### src/coef_addr_pkg.sv
// Constants and carriers for coefficient memory block addressing
package coef_addr_pkg;
	localparam int NUM_WORDS   = 40;
	localparam int NUM_BLOCKS  = 5;
	localparam int BLOCK_WORDS = 8;
	localparam int CODE_W      = 3;
	localparam int INDEX_W     = 3;
	localparam int ADDR_W      = 6;
	localparam logic [CODE_W-1:0]  BLK_IMPEDANCE = 3'h0;
	localparam logic [CODE_W-1:0]  BLK_HYBRID    = 3'h1;
	localparam logic [CODE_W-1:0]  BLK_TONE      = 3'h2;
	localparam logic [CODE_W-1:0]  BLK_TRANSMIT  = 3'h3;
	localparam logic [CODE_W-1:0]  BLK_RECEIVE   = 3'h4;
	localparam logic [INDEX_W-1:0] INDEX_FIRST   = 3'h7;
	localparam logic [INDEX_W-1:0] INDEX_LAST    = 3'h0;
	localparam logic [INDEX_W-1:0] INDEX_SPLIT   = 3'h4;
	localparam logic [INDEX_W-1:0] TONE0_FREQ_IX = 3'h4;
	localparam logic [INDEX_W-1:0] TONE0_AMPL_IX = 3'h5;
	localparam logic [INDEX_W-1:0] TONE1_FREQ_IX = 3'h6;
	localparam logic [INDEX_W-1:0] TONE1_AMPL_IX = 3'h7;

	typedef enum logic [12:0] {
		GRP_NONE      = 13'h0000,
		GRP_IMPEDANCE = 13'h0001,
		GRP_HYBRID    = 13'h0002,
		GRP_GAIN_ADJ  = 13'h0004,
		GRP_T0_FREQ   = 13'h0008,
		GRP_T0_AMPL   = 13'h0010,
		GRP_T1_FREQ   = 13'h0020,
		GRP_T1_AMPL   = 13'h0040,
		GRP_TX_FREQ   = 13'h0080,
		GRP_TX_GAIN   = 13'h0100,
		GRP_RX_FREQ   = 13'h0200,
		GRP_RX_GAIN   = 13'h0400
	} group_type;

	typedef struct packed {
		logic [ADDR_W-1:0] addr;
		logic              last;
		logic              rx_pair;
		group_type         group;
	} word_access_type;
endpackage

### src/coef_block_addr.sv
// Coefficient memory block address sequencer
`timescale 1ns/1ps
`default_nettype none
// Group decode for one word of the memory
module coef_group_decode (
	input  wire logic [coef_addr_pkg::CODE_W-1:0]  i_block,
	input  wire logic [coef_addr_pkg::INDEX_W-1:0] i_index,
	output var coef_addr_pkg::group_type           o_group
);
	logic upper_half;

	// Gain words sit in the upper half of the transmit and receive blocks
	assign upper_half = i_index >= coef_addr_pkg::INDEX_SPLIT;

	always_comb begin
		o_group = coef_addr_pkg::GRP_NONE;
		unique case (i_block)
			coef_addr_pkg::BLK_IMPEDANCE: begin
				o_group = coef_addr_pkg::GRP_IMPEDANCE;
			end
			coef_addr_pkg::BLK_HYBRID: begin
				o_group = coef_addr_pkg::GRP_HYBRID;
			end
			coef_addr_pkg::BLK_TONE: begin
				unique case (i_index)
					coef_addr_pkg::TONE0_FREQ_IX: begin
						o_group = coef_addr_pkg::GRP_T0_FREQ;
					end
					coef_addr_pkg::TONE0_AMPL_IX: begin
						o_group = coef_addr_pkg::GRP_T0_AMPL;
					end
					coef_addr_pkg::TONE1_FREQ_IX: begin
						o_group = coef_addr_pkg::GRP_T1_FREQ;
					end
					coef_addr_pkg::TONE1_AMPL_IX: begin
						o_group = coef_addr_pkg::GRP_T1_AMPL;
					end
					default: begin
						o_group = coef_addr_pkg::GRP_GAIN_ADJ;
					end
				endcase
			end
			coef_addr_pkg::BLK_TRANSMIT: begin
				if (upper_half) begin
					o_group = coef_addr_pkg::GRP_TX_GAIN;
				end else begin
					o_group = coef_addr_pkg::GRP_TX_FREQ;
				end
			end
			coef_addr_pkg::BLK_RECEIVE: begin
				// Both halves share one walk, so one command loads both
				if (upper_half) begin
					o_group = coef_addr_pkg::GRP_RX_GAIN;
				end else begin
					o_group = coef_addr_pkg::GRP_RX_FREQ;
				end
			end
			default: begin
				o_group = coef_addr_pkg::GRP_NONE;
			end
		endcase
	end
endmodule // coef_group_decode

module coef_block_addr (
	input  wire logic                             i_clk,
	input  wire logic                             i_nrst,
	input  wire logic                             i_cmd_valid,
	input  wire logic [coef_addr_pkg::CODE_W-1:0] i_cmd_block,
	input  wire logic                             i_word_ready,
	output logic                                  o_cmd_ready,
	output logic                                  o_cmd_error,
	output logic                                  o_word_valid,
	output var coef_addr_pkg::word_access_type    o_word
);
	typedef enum logic [1:0] {
		ST_IDLE = 2'b01,
		ST_WALK = 2'b10
	} state_type;

	state_type                         state_r, state_nxt;
	logic [coef_addr_pkg::CODE_W-1:0]  block_r, block_nxt;
	logic [coef_addr_pkg::INDEX_W-1:0] index_r, index_nxt;
	logic                              err_r, err_nxt;
	coef_addr_pkg::word_access_type    word_r, word_nxt;
	coef_addr_pkg::group_type          group_nxt;
	logic                              code_ok;
	logic                              take;
	logic                              step;
	logic                              at_last;

	// Codes above 100 name no block; 40 words fill only five
	assign code_ok = i_cmd_block <= coef_addr_pkg::BLK_RECEIVE;
	assign take    = (state_r == ST_IDLE) && i_cmd_valid;
	assign step    = (state_r == ST_WALK) && i_word_ready;
	assign at_last = index_r == coef_addr_pkg::INDEX_LAST;

	// Walk control
	always_comb begin
		state_nxt = state_r;
		unique case (state_r)
			ST_IDLE: begin
				if (take && code_ok) begin
					state_nxt = ST_WALK;
				end
			end
			ST_WALK: begin
				// Commands are ignored until the last word is taken
				if (step && at_last) begin
					state_nxt = ST_IDLE;
				end
			end
			default: begin
				state_nxt = ST_IDLE;
			end
		endcase
	end

	always_ff @(posedge i_clk or negedge i_nrst) begin
		if (!i_nrst) begin
			state_r <= ST_IDLE;
		end else begin
			state_r <= state_nxt;
		end
	end

	// Block code and word index
	always_comb begin
		block_nxt = block_r;
		index_nxt = index_r;
		if (take && code_ok) begin
			block_nxt = i_cmd_block;
			index_nxt = coef_addr_pkg::INDEX_FIRST;
		end else if (step && !at_last) begin
			index_nxt = index_r - 3'h1;
		end
	end

	always_ff @(posedge i_clk or negedge i_nrst) begin
		if (!i_nrst) begin
			block_r <= coef_addr_pkg::BLK_IMPEDANCE;
			index_r <= coef_addr_pkg::INDEX_LAST;
		end else begin
			block_r <= block_nxt;
			index_r <= index_nxt;
		end
	end

	// Refusal pulse, one cycle per bad offer
	always_comb begin
		err_nxt = take && !code_ok;
	end

	always_ff @(posedge i_clk or negedge i_nrst) begin
		if (!i_nrst) begin
			err_r <= 1'b0;
		end else begin
			err_r <= err_nxt;
		end
	end

	// Word fields, built from next values so the register lines up
	coef_group_decode u_group (
		.i_block (block_nxt),
		.i_index (index_nxt),
		.o_group (group_nxt)
	);

	always_comb begin
		word_nxt.addr    = {block_nxt, index_nxt};
		word_nxt.last    = index_nxt == coef_addr_pkg::INDEX_LAST;
		word_nxt.rx_pair = block_nxt == coef_addr_pkg::BLK_RECEIVE;
		word_nxt.group   = group_nxt;
	end

	always_ff @(posedge i_clk or negedge i_nrst) begin
		if (!i_nrst) begin
			word_r.addr    <= {coef_addr_pkg::BLK_IMPEDANCE,
				coef_addr_pkg::INDEX_LAST};
			word_r.last    <= 1'b1;
			word_r.rx_pair <= 1'b0;
			word_r.group   <= coef_addr_pkg::GRP_IMPEDANCE;
		end else begin
			word_r <= word_nxt;
		end
	end

	assign o_cmd_ready  = state_r == ST_IDLE;
	assign o_cmd_error  = err_r;
	assign o_word_valid = state_r == ST_WALK;
	// Registered, so no glitch reaches the memory address lines
	assign o_word       = word_r;
endmodule // coef_block_addr
`default_nettype wire

### config.mk
export PLATFORM = sky130hd
export DESIGN_NAME = coef_block_addr
export DESIGN_NICKNAME = d
export VERILOG_FILES = /design/src/coef_addr_pkg.sv /design/src/coef_block_addr.sv
export SDC_FILE = /design/constraint.sdc
export NUM_CORES = 1
export LEC_CHECK = 0
export ABC_AREA = 1
export ABC_CLOCK_PERIOD_IN_PS = 2100
export BUFFER_PORTS_ARGS = -buffer_cell sky130_fd_sc_hd__buf_2
export CAP_MARGIN = 0
export CORE_MARGIN = 2
export CORE_UTILIZATION = 49
export DETAILED_ROUTE_END_ITERATION = 8
export GPL_TIMING_DRIVEN = 0
export PLACE_DENSITY = 0.72
export SLEW_MARGIN = 10
export SYNTH_ARGS = -nofsm -noshare
export SYNTH_HDL_FRONTEND = slang
export SYNTH_SLANG_ARGS = --single-unit
### constraint.sdc
create_clock -name i_clk -period 2.1 [get_ports i_clk]
set_input_delay 0.42 -clock i_clk [delete_from_list [all_inputs] [get_ports i_clk]]
set_output_delay 0.42 -clock i_clk [all_outputs]
set_load 0.03 [all_outputs]
==> impl_metrics.py, run 1 <==
metrics = {
    "place": {
        "portBuffers": 28,
        "place_ws_ns": 0.3789,
        "gp_congestion": 0.8142,
        "placed_area_um2": 1214,
        "place_hpwl_um": 1269,
    },
    "yosys": {
        "synth-xor-area-share_pct": 0,
        "syn_area_per_cell_um2": 9.682,
        "synth_commonest_cells": "dfrtp_1 (19), nand2_1 (18), inv_1 (15)",
        "synth_ff_type": "dfrtp_1",
        "yosysTopAreaCellShare_pct": 45.89,
        "synthAdderAreaFrac_pct": 2.415,
        "synth_most_common_cell": "dfrtp_1",
        "ys_ff_latch": 22,
        "synthArstFlopShare_pct": 100.0,
        "synth_largest_area_cell": "dfrtp_1",
        "synth_mux_area_share_pct": 0,
        "synth_top_family_by_area": "simple AND/OR/NAND/NOR gates",
        "yosys_warnings": 0,
        "yosysUniqueCellTypes": 21,
        "syn-cell-area_um2": 1036,
        "synth_edf_count": 0,
        "ys_seq_area_share_pct": 53.50,
        "synthCells": 107,
        "synth.area.top_cells": "dfrtp_1 (46%), dfstp_2 (7.6%), nand2_1 (6.5%), inv_1 (5.4%), nand3_2 (4.8%)",
        "synth_compound_area_share_pct": 1.570,
        "synth-simple-area-share_pct": 33.45,
    },
    "route": {
        "ant_nets": 0,
        "viasPerCell": 4.491,
        "route.detailed.drc": 0,
        "drtIter0Drc": 8,
        "wl_per_cell_um": 9.533,
        "vias": 750,
        "drtPass1Iterations": 4,
        "wl_um": 1592,
    },
    "power": {
        "p_int_mw": 0.8738,
        "pwr-share-seq_pct": 38.0,
        "p_leak_nw": 0.7433,
        "pwr-share-comb_pct": 40.6,
        "irDropWorstVdd_v": 0.0006385,
        "cellPowerDensity_nw_per_um2": 1154,
        "clkPwrFrac_pct": 21.5,
        "power_switching_mw": 0.5872,
        "netSwitchingFraction_pct": 40.19,
    },
    "worst_setup_path": {
        "cp.buffers_inverters": 1,
        "cp-start-kind": "register",
        "end_kind": "register",
        "crit_path_max_incr_delay_ns": 0.40,
        "crit_family": "simple AND/OR/NAND/NOR gates",
        "critical_path_class": "reg2reg",
        "cp_slowest_cell": "dfrtp_1",
        "worstPathArrival_ns": 2.01,
        "worstPathCellList": "inv_1 > ha_1 > ha_1 > nor2_1 > nand2_2 > nand2_1 > nand2_1 > nor2_1 > nand3_1 > nor2_1",
        "crit_fanout": 4,
        "crit_top_cell": "nor2_1",
        "cp.required_ns": 2.35,
    },
    "grt": {
        "overflow": 0,
        "grt_use_met1_pct": 18.66,
        "grt_pass1_vias": 670,
        "grt_util_all_layers_pct": 14.23,
        "grt_busiest_layer": "met2",
        "use_met2_pct": 23.46,
        "use_met3_pct": 2.121,
        "grt_pass1_wl_um": 2766,
        "antenna_found_initial": 0,
        "grt_max_degree": 23,
    },
    "clock_network": {
        "clockBufferDepth": 2,
        "cts-root-buf": "clkbuf_4",
        "clkLatencyLatePin_ns": 0.30,
        "htree_levels": 1,
        "cts.sinks": 22,
        "numCtsBuffers": 3,
        "cts_hold_buf": 0,
        "post_cts_resized": 0,
        "clkTransAtPathRegs_ns": 0.12,
        "cts_tree": "done",
        "postCtsSetupBuffers": 0,
    },
    "min_path": {
        "holdCritPathClass": "in2async",
    },
    "finish": {
        "area_delta_synth_final_pct": 22.22,
        "nFillCells": 185,
        "layout.nets": 150,
        "design_area_um2": 1266,
        "diodes": 0,
        "drive_gt1_share_pct": 40.71,
    },
    "timing": {
        "period_minus_slack_ns": 1.769,
        "rsz0062_at_grt": "no",
        "setup_ws_ns": 0.3307,
        "period_share_pct": 84.25,
        "finalHoldViolCount": 0,
        "fmax_mhz": 565.2,
        "final.setup_skew_ns": 0.009327,
        "setup_violations": 0,
        "slew_viol_final": 0,
        "final.setup.tns_ns": 0,
    },
    "die": {
        "core_um2": 1982,
        "initial_core_util_pct": 52.27,
        "die_area_um2": 2498,
        "die_w_um": 49.98,
        "die_y_um": 49.98,
        "num_rows": 16,
        "ios": 31,
    },
    "job": {
        "cap_violations": 0,
    },
    "run_status": {
        "status": "finished clean",
    },
}
[final timing paths]
check | startpoint | end | slack (ns) | cells past startpoint
min in group i_clk | i_word_ready | state_r[1] | 0.41 | 4
max in group asynchronous | i_nrst | state_r[0] | 1.71 | 1
max reg2reg | o_word[15] | o_word[4] | 0.33 | 10
min reg2reg | o_word[18] | o_word[18] | 0.56 | 2
min | i_nrst | o_word[4] | 0.04 | 1
max | o_word[15] | o_word[4] | 0.33 | 10
[sequential cells by signal (all words and copies together) (netlist names)]
register	count
state_r	2
block_r	1
o_cmd_error	1
o_word	18
[cell usage in the layout (no fill, tap or decap)]
cell	Yosys	final
buf_2	0	28
buf_4	2	2
buf_6	1	1
bufinv_16	0	1
clkbuf_4	0	3
conb_1	1	2
dfrtp_1	19	19
dfstp_2	3	3
ha_1	2	2
inv_1	15	15
inv_2	2	2
nand2_1	18	18
nand2_2	6	6
nand2_4	1	1
nand3_1	9	9
nand3_2	5	5
nand3_4	1	1
nand3b_1	3	3
nor2_1	13	13
nor2_2	1	1
nor2_8	1	1
nor3_1	2	2
nor3_2	1	1
o21ai_4	1	1
[cells by family after synthesis]
logic type | count (synthesis)
and+or+nand+nor | 61
DFF | 22
buffers and inverters | 20
adders and majority gates | 2
AOI/OAI and AO/OA | 1
other | 1
[power by group through the flow]
stage / Clock (mW) / Combinational [mW] / Sequential, mW
final: 0.313 / 0.593 / 0.555
after floorplan: 0 / 0.291 / 0.722
after global placement: 0 / 0.587 / 0.562
after CTS: 0.319 / 0.601 / 0.555
after global routing: 0.337 / 0.657 / 0.565
after detailed placement: 0 / 0.599 / 0.564
[layout make-up]
type,instances,area [um^2],share of cell area [%]
flip-flops and latches,22,554.3,43.77
inverters,17,63.81,5.040
well taps,27,33.78,2.668
plain buffers,3,26.28,2.075
clock inverters,1,30.03,2.372
repair buffers,28,140.1,11.07
multi-input cells,66,395.4,31.23
clock buffers,3,22.52,1.779
[layer usage]
metal,up-vias,routed length [um]
met5,-,0
met4,0,20
met3,2,96
met2,25,754
met1,328,721
li1,395,-
[metrics by stage]
stage	instances	utilization [%]	hold WS (ns)	total power, mW
2_1_floorplan	108	-	0.1244	1.013
4_1_cts	167	63.89	0.06079	1.475
5_1_grt	167	63.89	0.07313	1.560
3_3_place_gp	163	61.24	0.3974	1.150
6_report	167	63.89	0.04130	1.461
3_5_place_dp	163	61.24	0.4005	1.163
(Power assumes the default switching activity.)
==> run 2: changes to the inputs <==
Settings changed: ABC_AREA 1 to 0, ABC_CLOCK_PERIOD_IN_PS 2100 to 1800, CORE_UTILIZATION 49 to 48, PLACE_DENSITY 0.72 to 0.73.
Clock period 2.1 ns to 1.8 ns, I/O delays scaled along.
==> run 2 against run 1 <==
Effect of this change: the flow now finishes with violations (negative setup slack); critical path depth fell by 2; worst setup slack lost 0.46 ns; register-to-register slack worse by 0.46 ns; core utilization rose by 6.1 points; combinational power rose by 5.6%; via count fell by 6.8%; clock power is 19% higher; sequential share of layout area up 1.3 points; highest routed layer unchanged; critical path type unchanged; non-clock buffer count rose by 6.
==> impl_metrics.py, run 2 <==
metrics = {
    "route": {
        "drtIter0Drc": 12,
        "drtPass1Iterations": 4,
        "wl_per_cell_um": 12.84,
        "wl_um": 1810,
        "vias": 699,
        "route.detailed.drc": 0,
        "ant_nets": 0,
        "viasPerCell": 4.957,
    },
    "timing": {
        "relSlewSlack_pct": 62.78,
        "rsz0062_at_grt": "yes",
        "period_share_pct": 107.2,
        "fmax_mhz": 518.4,
        "setup_ws_ns": -0.1291,
        "final.setup_skew_ns": 0.001935,
        "slew_viol_final": 0,
        "finalHoldViolCount": 0,
        "setup_violations": 5,
        "fin_hold_ws_ns": 0.3467,
        "period_minus_slack_ns": 1.929,
        "tightest_slew_ns": 0.5559,
    },
    "die": {
        "die_area_um2": 2271,
        "ios": 31,
        "die_w_um": 47.65,
        "initial_core_util_pct": 51.84,
        "num_rows": 15,
        "core_um2": 1764,
        "die_y_um": 47.65,
    },
    "worst_setup_path": {
        "end_kind": "register",
        "crit_path_max_incr_delay_ns": 0.38,
        "worstPathArrival_ns": 2.16,
        "cp_slowest_cell": "dfrtp_2",
        "cp-start-kind": "register",
        "crit_top_cell": "ha_4",
        "critical_path_class": "reg2reg",
        "cp.required_ns": 2.03,
        "worstPathCellList": "inv_2 > ha_4 > ha_4 > nand4bb_4 > mux2_4 > a222oi_1 > buf_4 > nor4b_4",
        "crit_fanout": 5,
    },
    "yosys": {
        "ys_ff_latch": 22,
        "ys_seq_area_share_pct": 60.60,
        "synth_largest_area_cell": "dfrtp_1",
        "yosys_warnings": 0,
        "yosysUniqueCellTypes": 29,
        "synth.area.top_cells": "dfrtp_1 (52%), dfstp_2 (8.6%), nand2_1 (3.7%), nand4bb_4 (3.0%), ha_1 (2.7%)",
        "syn_area_per_cell_um2": 12.03,
        "syn-cell-area_um2": 914.6,
        "yosysTopAreaCellShare_pct": 51.98,
        "synth_ff_type": "dfrtp_1",
        "synth_edf_count": 0,
        "synthCells": 76,
        "synth_most_common_cell": "dfrtp_1",
        "synth_commonest_cells": "dfrtp_1 (19), nand2_1 (9), inv_1 (5)",
        "synthArstFlopShare_pct": 100.0,
    },
    "grt": {
        "grt_util_all_layers_pct": 17.73,
        "overflow": 0,
        "grt_max_degree": 23,
        "antenna_found_initial": 0,
        "grt_pass1_vias": 619,
        "grt_pass1_wl_um": 2649,
    },
    "finish": {
        "largest_reg_flops": 18,
        "design_area_um2": 1235,
        "diodes": 0,
        "utilization_pct": 70.00,
        "drive_gt1_share_pct": 48.28,
        "layout.nets": 126,
        "area_delta_synth_final_pct": 35.02,
        "mostFrequentLayoutCells": "buf_2 (28), dfrtp_1 (17), nand2_1 (9)",
        "final_common_cell": "buf_2",
    },
    "power": {
        "p_int_mw": 1.023,
        "irDropWorstVdd_v": 0.0008157,
        "p_leak_nw": 0.6476,
        "pwr-share-seq_pct": 38.8,
        "power_mw": 1.633,
        "cellPowerDensity_nw_per_um2": 1322,
        "power_switching_mw": 0.6095,
        "clkPwrFrac_pct": 22.8,
        "netSwitchingFraction_pct": 37.33,
        "pwr-share-comb_pct": 38.4,
    },
    "clock_network": {
        "cts_tree": "done",
        "numCtsBuffers": 3,
        "cts-root-buf": "clkbuf_4",
        "cts.sinks": 22,
        "clkLatencyLatePin_ns": 0.31,
        "clockBufferDepth": 2,
        "clkTransAtPathRegs_ns": 0.12,
        "htree_levels": 1,
    },
    "run_status": {
        "status": "finished, violations left",
        "violations": "negative setup slack",
    },
    "job": {
        "cap_violations": 0,
    },
    "place": {
        "portBuffers": 28,
        "placed_area_um2": 1117,
        "gp_congestion": 0.7483,
        "place_hpwl_um": 1240,
    },
    "min_path": {
        "holdCritPathClass": "in2reg",
    },
}
[run 2: logic make-up (layout without fill, tap and decap cells)]
kind of cell	after synthesis	in the layout	share of synthesized area [%]
simple gates	32	32	23.53
mux	1	1	1.641
xor+xnor	1	1	0.9578
fa+ha+maj	2	2	2.736
buf+inv	10	49	4.924
compound gates	7	7	5.199
other cells	1	2	0.4100
flops	22	22	60.60
[run 2: critical path: cells and delay by family, from the launching register on]
| family | cells | cell delay (ns) |
|---|---|---|
| AND/OR/NAND/NOR | 2 | 0.39 |
| flip-flops | 1 | 0.38 |
| multiplexers | 1 | 0.33 |
| adder cells (fa/ha/maj) | 2 | 0.30 |
| buffers and inverters | 2 | 0.24 |
| AO/OA/AOI/OAI | 1 | 0.21 |
[run 2: metrics by stage]
step / worst slack, ns / setup TNS [ns] / instances
after floorplan: -0.2301 / -0.9429 / 77
after global placement: -0.3320 / -1.337 / 130
after detailed placement: -0.3079 / -1.253 / 130
after CTS: -0.1297 / -0.4579 / 139
after global routing: -0.2469 / -1.142 / 141
final: -0.1291 / -0.5124 / 141
[run 2: layout make-up]
class                   instances  area (um^2)
plain buffers                   2        15.01
clock buffers                   3        22.52
clock inverters                 1        30.03
fillers                       164        529.3
inverters                       8        30.03
multi-input cells              45        354.1
flip-flops and latches         22        556.8
well taps                      25        31.28
repair buffers                 35        195.2
[run 2: timing repair]
action,CTS,global route
resized for setup,1,1
buffers inserted,4,2
hold buffers,1,0
setup endpoints to repair,5,9
pin swaps,1,1
endpoints found under the hold margin,19,0
[run 2: power groups by stage]
stage	Clock [mW]	Sequential [mW]	Combinational [mW]
5_1_grt	0.395	0.645	0.670
3_3_place_gp	0	0.643	0.550
4_1_cts	0.381	0.636	0.604
3_5_place_dp	0	0.646	0.564
6_report	0.372	0.634	0.626
2_1_floorplan	0	0.815	0.234
[run 2: final timing paths]
check | startpoint | to | slack, ns | cells after the start
worst min-delay path | i_cmd_valid | o_cmd_error | 0.35 | 3
worst max register to register | o_word[15] | o_word[3] | -0.13 | 8
worst max-delay path | o_word[15] | o_word[3] | -0.13 | 8
max in group asynchronous | i_nrst | o_word[0] | 0.93 | 2
min in group asynchronous | i_nrst | o_cmd_error | 0.52 | 2
worst min register to register | state_r[0] | o_cmd_error | 0.60 | 2
[run 2: per-layer routing]
layer | GRT usage (%) | share of wire (%) | wire length (um) | vias up
met1 | 21.27 | 41 | 747 | 331
met3 | 3.396 | 6.2 | 112 | 5
met4 | 9.730 | 2.5 | 45 | 0
met2 | 30.00 | 50 | 903 | 21
met5 | 0 | 0 | 0 | -
li1 | - | - | - | 342
==> run 3: changes to the inputs <==
Settings changed: ABC_CLOCK_PERIOD_IN_PS 1800 to 1980, CAP_MARGIN 0 to 10.
Clock period 1.8 ns to 1.98 ns, I/O delays scaled along.
==> run 3 against run 2 <==
Effect of this change: non-clock buffer count decreased by 5; critical endpoint unchanged; first-iteration DRC count decreased by 25%; clock power decreased by 9.4%; final cell count decreased by 3.5%; final area decreased by 3.3%; via count decreased by 5.6%; die area unchanged; flip-flop and latch count unchanged; the run now ends clean; highest routed layer unchanged; clock skew increased by 0.0097 ns.
==> impl_metrics.py, run 3 (synthesized netlist as in run 2, its figures left out) <==
metrics = {
    "place": {
        "place_ws_ns": -0.2114,
        "placed_area_um2": 1117,
        "place_hpwl_um": 1216,
        "gp_congestion": 0.7620,
        "portBuffers": 28,
    },
    "worst_setup_path": {
        "cp.required_ns": 2.21,
        "end_kind": "register",
        "crit_path_max_incr_delay_ns": 0.39,
        "worstPathArrival_ns": 2.15,
        "cp-start-kind": "register",
        "crit_top_cell": "ha_4",
        "crit_fanout": 5,
        "cp_slowest_cell": "dfrtp_2",
        "worstRegToRegCells": 8,
        "cp.depth": 8,
        "worstPathCellList": "inv_2 > ha_4 > ha_4 > nand4bb_4 > mux2_4 > a222oi_1 > buf_4 > nor4b_4",
        "cp.buffers_inverters": 2,
        "critical_path_class": "reg2reg",
        "crit_family": "flip-flops",
    },
    "timing": {
        "finalHoldViolCount": 0,
        "period_minus_slack_ns": 1.924,
        "fin_hold_ws_ns": 0.02146,
        "tightest_slew_ns": 0.5752,
        "period_share_pct": 97.20,
        "setup_violations": 0,
        "fmax_mhz": 519.6,
        "slew_viol_final": 0,
        "rsz0062_at_grt": "yes",
        "setup_ws_ns": 0.05552,
        "final.setup.tns_ns": 0,
        "relSlewSlack_pct": 61.49,
        "final.setup_skew_ns": 0.01168,
    },
    "grt": {
        "grt_util_all_layers_pct": 16.67,
        "overflow": 0,
        "antenna_found_initial": 0,
        "grt_pass1_vias": 585,
        "grt_max_degree": 23,
        "grt_pass1_wl_um": 2532,
    },
    "finish": {
        "design_area_um2": 1194,
        "drive_gt1_share_pct": 45.95,
        "largest_reg_flops": 18,
        "mostFrequentLayoutCells": "buf_2 (28), dfrtp_1 (17), nand2_1 (9)",
        "nFillCells": 161,
        "layout.nets": 121,
        "diodes": 0,
        "final_common_cell": "buf_2",
        "area_delta_synth_final_pct": 30.51,
    },
    "clock_network": {
        "cts.sinks": 22,
        "clockBufferDepth": 2,
        "cts_tree": "done",
        "clkLatencyLatePin_ns": 0.31,
        "cts-root-buf": "clkbuf_4",
        "cts_hold_buf": 0,
        "clkTransAtPathRegs_ns": 0.12,
        "numCtsBuffers": 3,
        "htree_levels": 1,
    },
    "power": {
        "pwr-share-seq_pct": 40.1,
        "power_switching_mw": 0.5356,
        "p_leak_nw": 0.6225,
        "pwr-share-comb_pct": 36.4,
        "netSwitchingFraction_pct": 37.28,
        "cellPowerDensity_nw_per_um2": 1204,
        "clkPwrFrac_pct": 23.4,
        "irDropWorstVdd_v": 0.0007317,
        "p_int_mw": 0.9011,
    },
    "job": {
        "cap_violations": 0,
    },
    "route": {
        "wl_per_cell_um": 11.93,
        "viasPerCell": 4.853,
        "drtPass1Iterations": 4,
        "wl_um": 1622,
        "vias": 660,
        "ant_nets": 0,
        "route.detailed.drc": 0,
        "drtIter0Drc": 9,
    },
    "die": {
        "die_w_um": 47.65,
        "die_y_um": 47.65,
        "initial_core_util_pct": 51.84,
        "die_area_um2": 2271,
        "num_rows": 15,
        "core_um2": 1764,
        "ios": 31,
    },
    "run_status": {
        "status": "finished clean",
    },
    "min_path": {
        "holdCritPathClass": "in2async",
    },
}
[run 3: changes by cell type in the layout (fill, tap and decap cells not counted)]
cell / previous run / this run
and2_2: 1 / 0
dlygate4sd3_1: 1 / 0
buf_4: 8 / 4
and2_1: 2 / 3
[run 3: cell type report]
cell class              instances  area (um^2)  share of cell area, %
clock inverters                 1        30.03                  2.516
plain buffers                   2        15.01                  1.258
clock buffers                   3        22.52                  1.887
multi-input cells              45        352.8                  29.56
well taps                      25        31.28                  2.621
inverters                       8        30.03                  2.516
flip-flops and latches         22        556.8                  46.65
repair buffers                 30        155.1                  13.00
[run 3: power by group through the flow]
stage,clock network [mW],logic [mW],registers [mW]
global placement,0,0.500,0.585
finish,0.337,0.523,0.577
floorplan,0,0.213,0.741
CTS,0.347,0.527,0.579
detailed placement,0,0.510,0.587
global route,0.366,0.573,0.587
[run 3: path summary, 6_finish.rpt]
| kind | startpoint | to | slack [ns] |
|---|---|---|---|
| setup / recovery | o_word[16] | o_word[3] | 0.06 |
| hold / removal | i_nrst | o_word[19] | 0.02 |
| setup reg to reg | o_word[16] | o_word[3] | 0.06 |
| hold reg to reg | state_r[0] | o_cmd_error | 0.60 |
| max in group asynchronous | i_nrst | o_word[14] | 1.60 |
| min in group i_clk | i_word_ready | state_r[1] | 0.40 |
[run 3: stage by stage]
stage	power (mW)	cells	util, %
after detailed placement	1.097	130	63.33
after floorplan	0.9539	77	-
after CTS	1.452	135	67.23
after global routing	1.526	136	67.66
final	1.437	136	67.66
after global placement	1.085	130	63.33
[run 3: metal layers]
metal	up-vias	GRT usage, %	part of all wire, %
met5	-	0	0
met4	0	8.108	1.6
met3	4	3.774	6.4
met2	24	24.86	43
met1	296	23.06	49
li1	336	-	-
[run 3: timing repair]
item | in CTS | in global routing
setup endpoints to repair | 5 | 4
gates cloned | 0 | 0
gates resized for setup | 1 | 0
buffers inserted | 1 | 1
pin swaps | 1 | 0
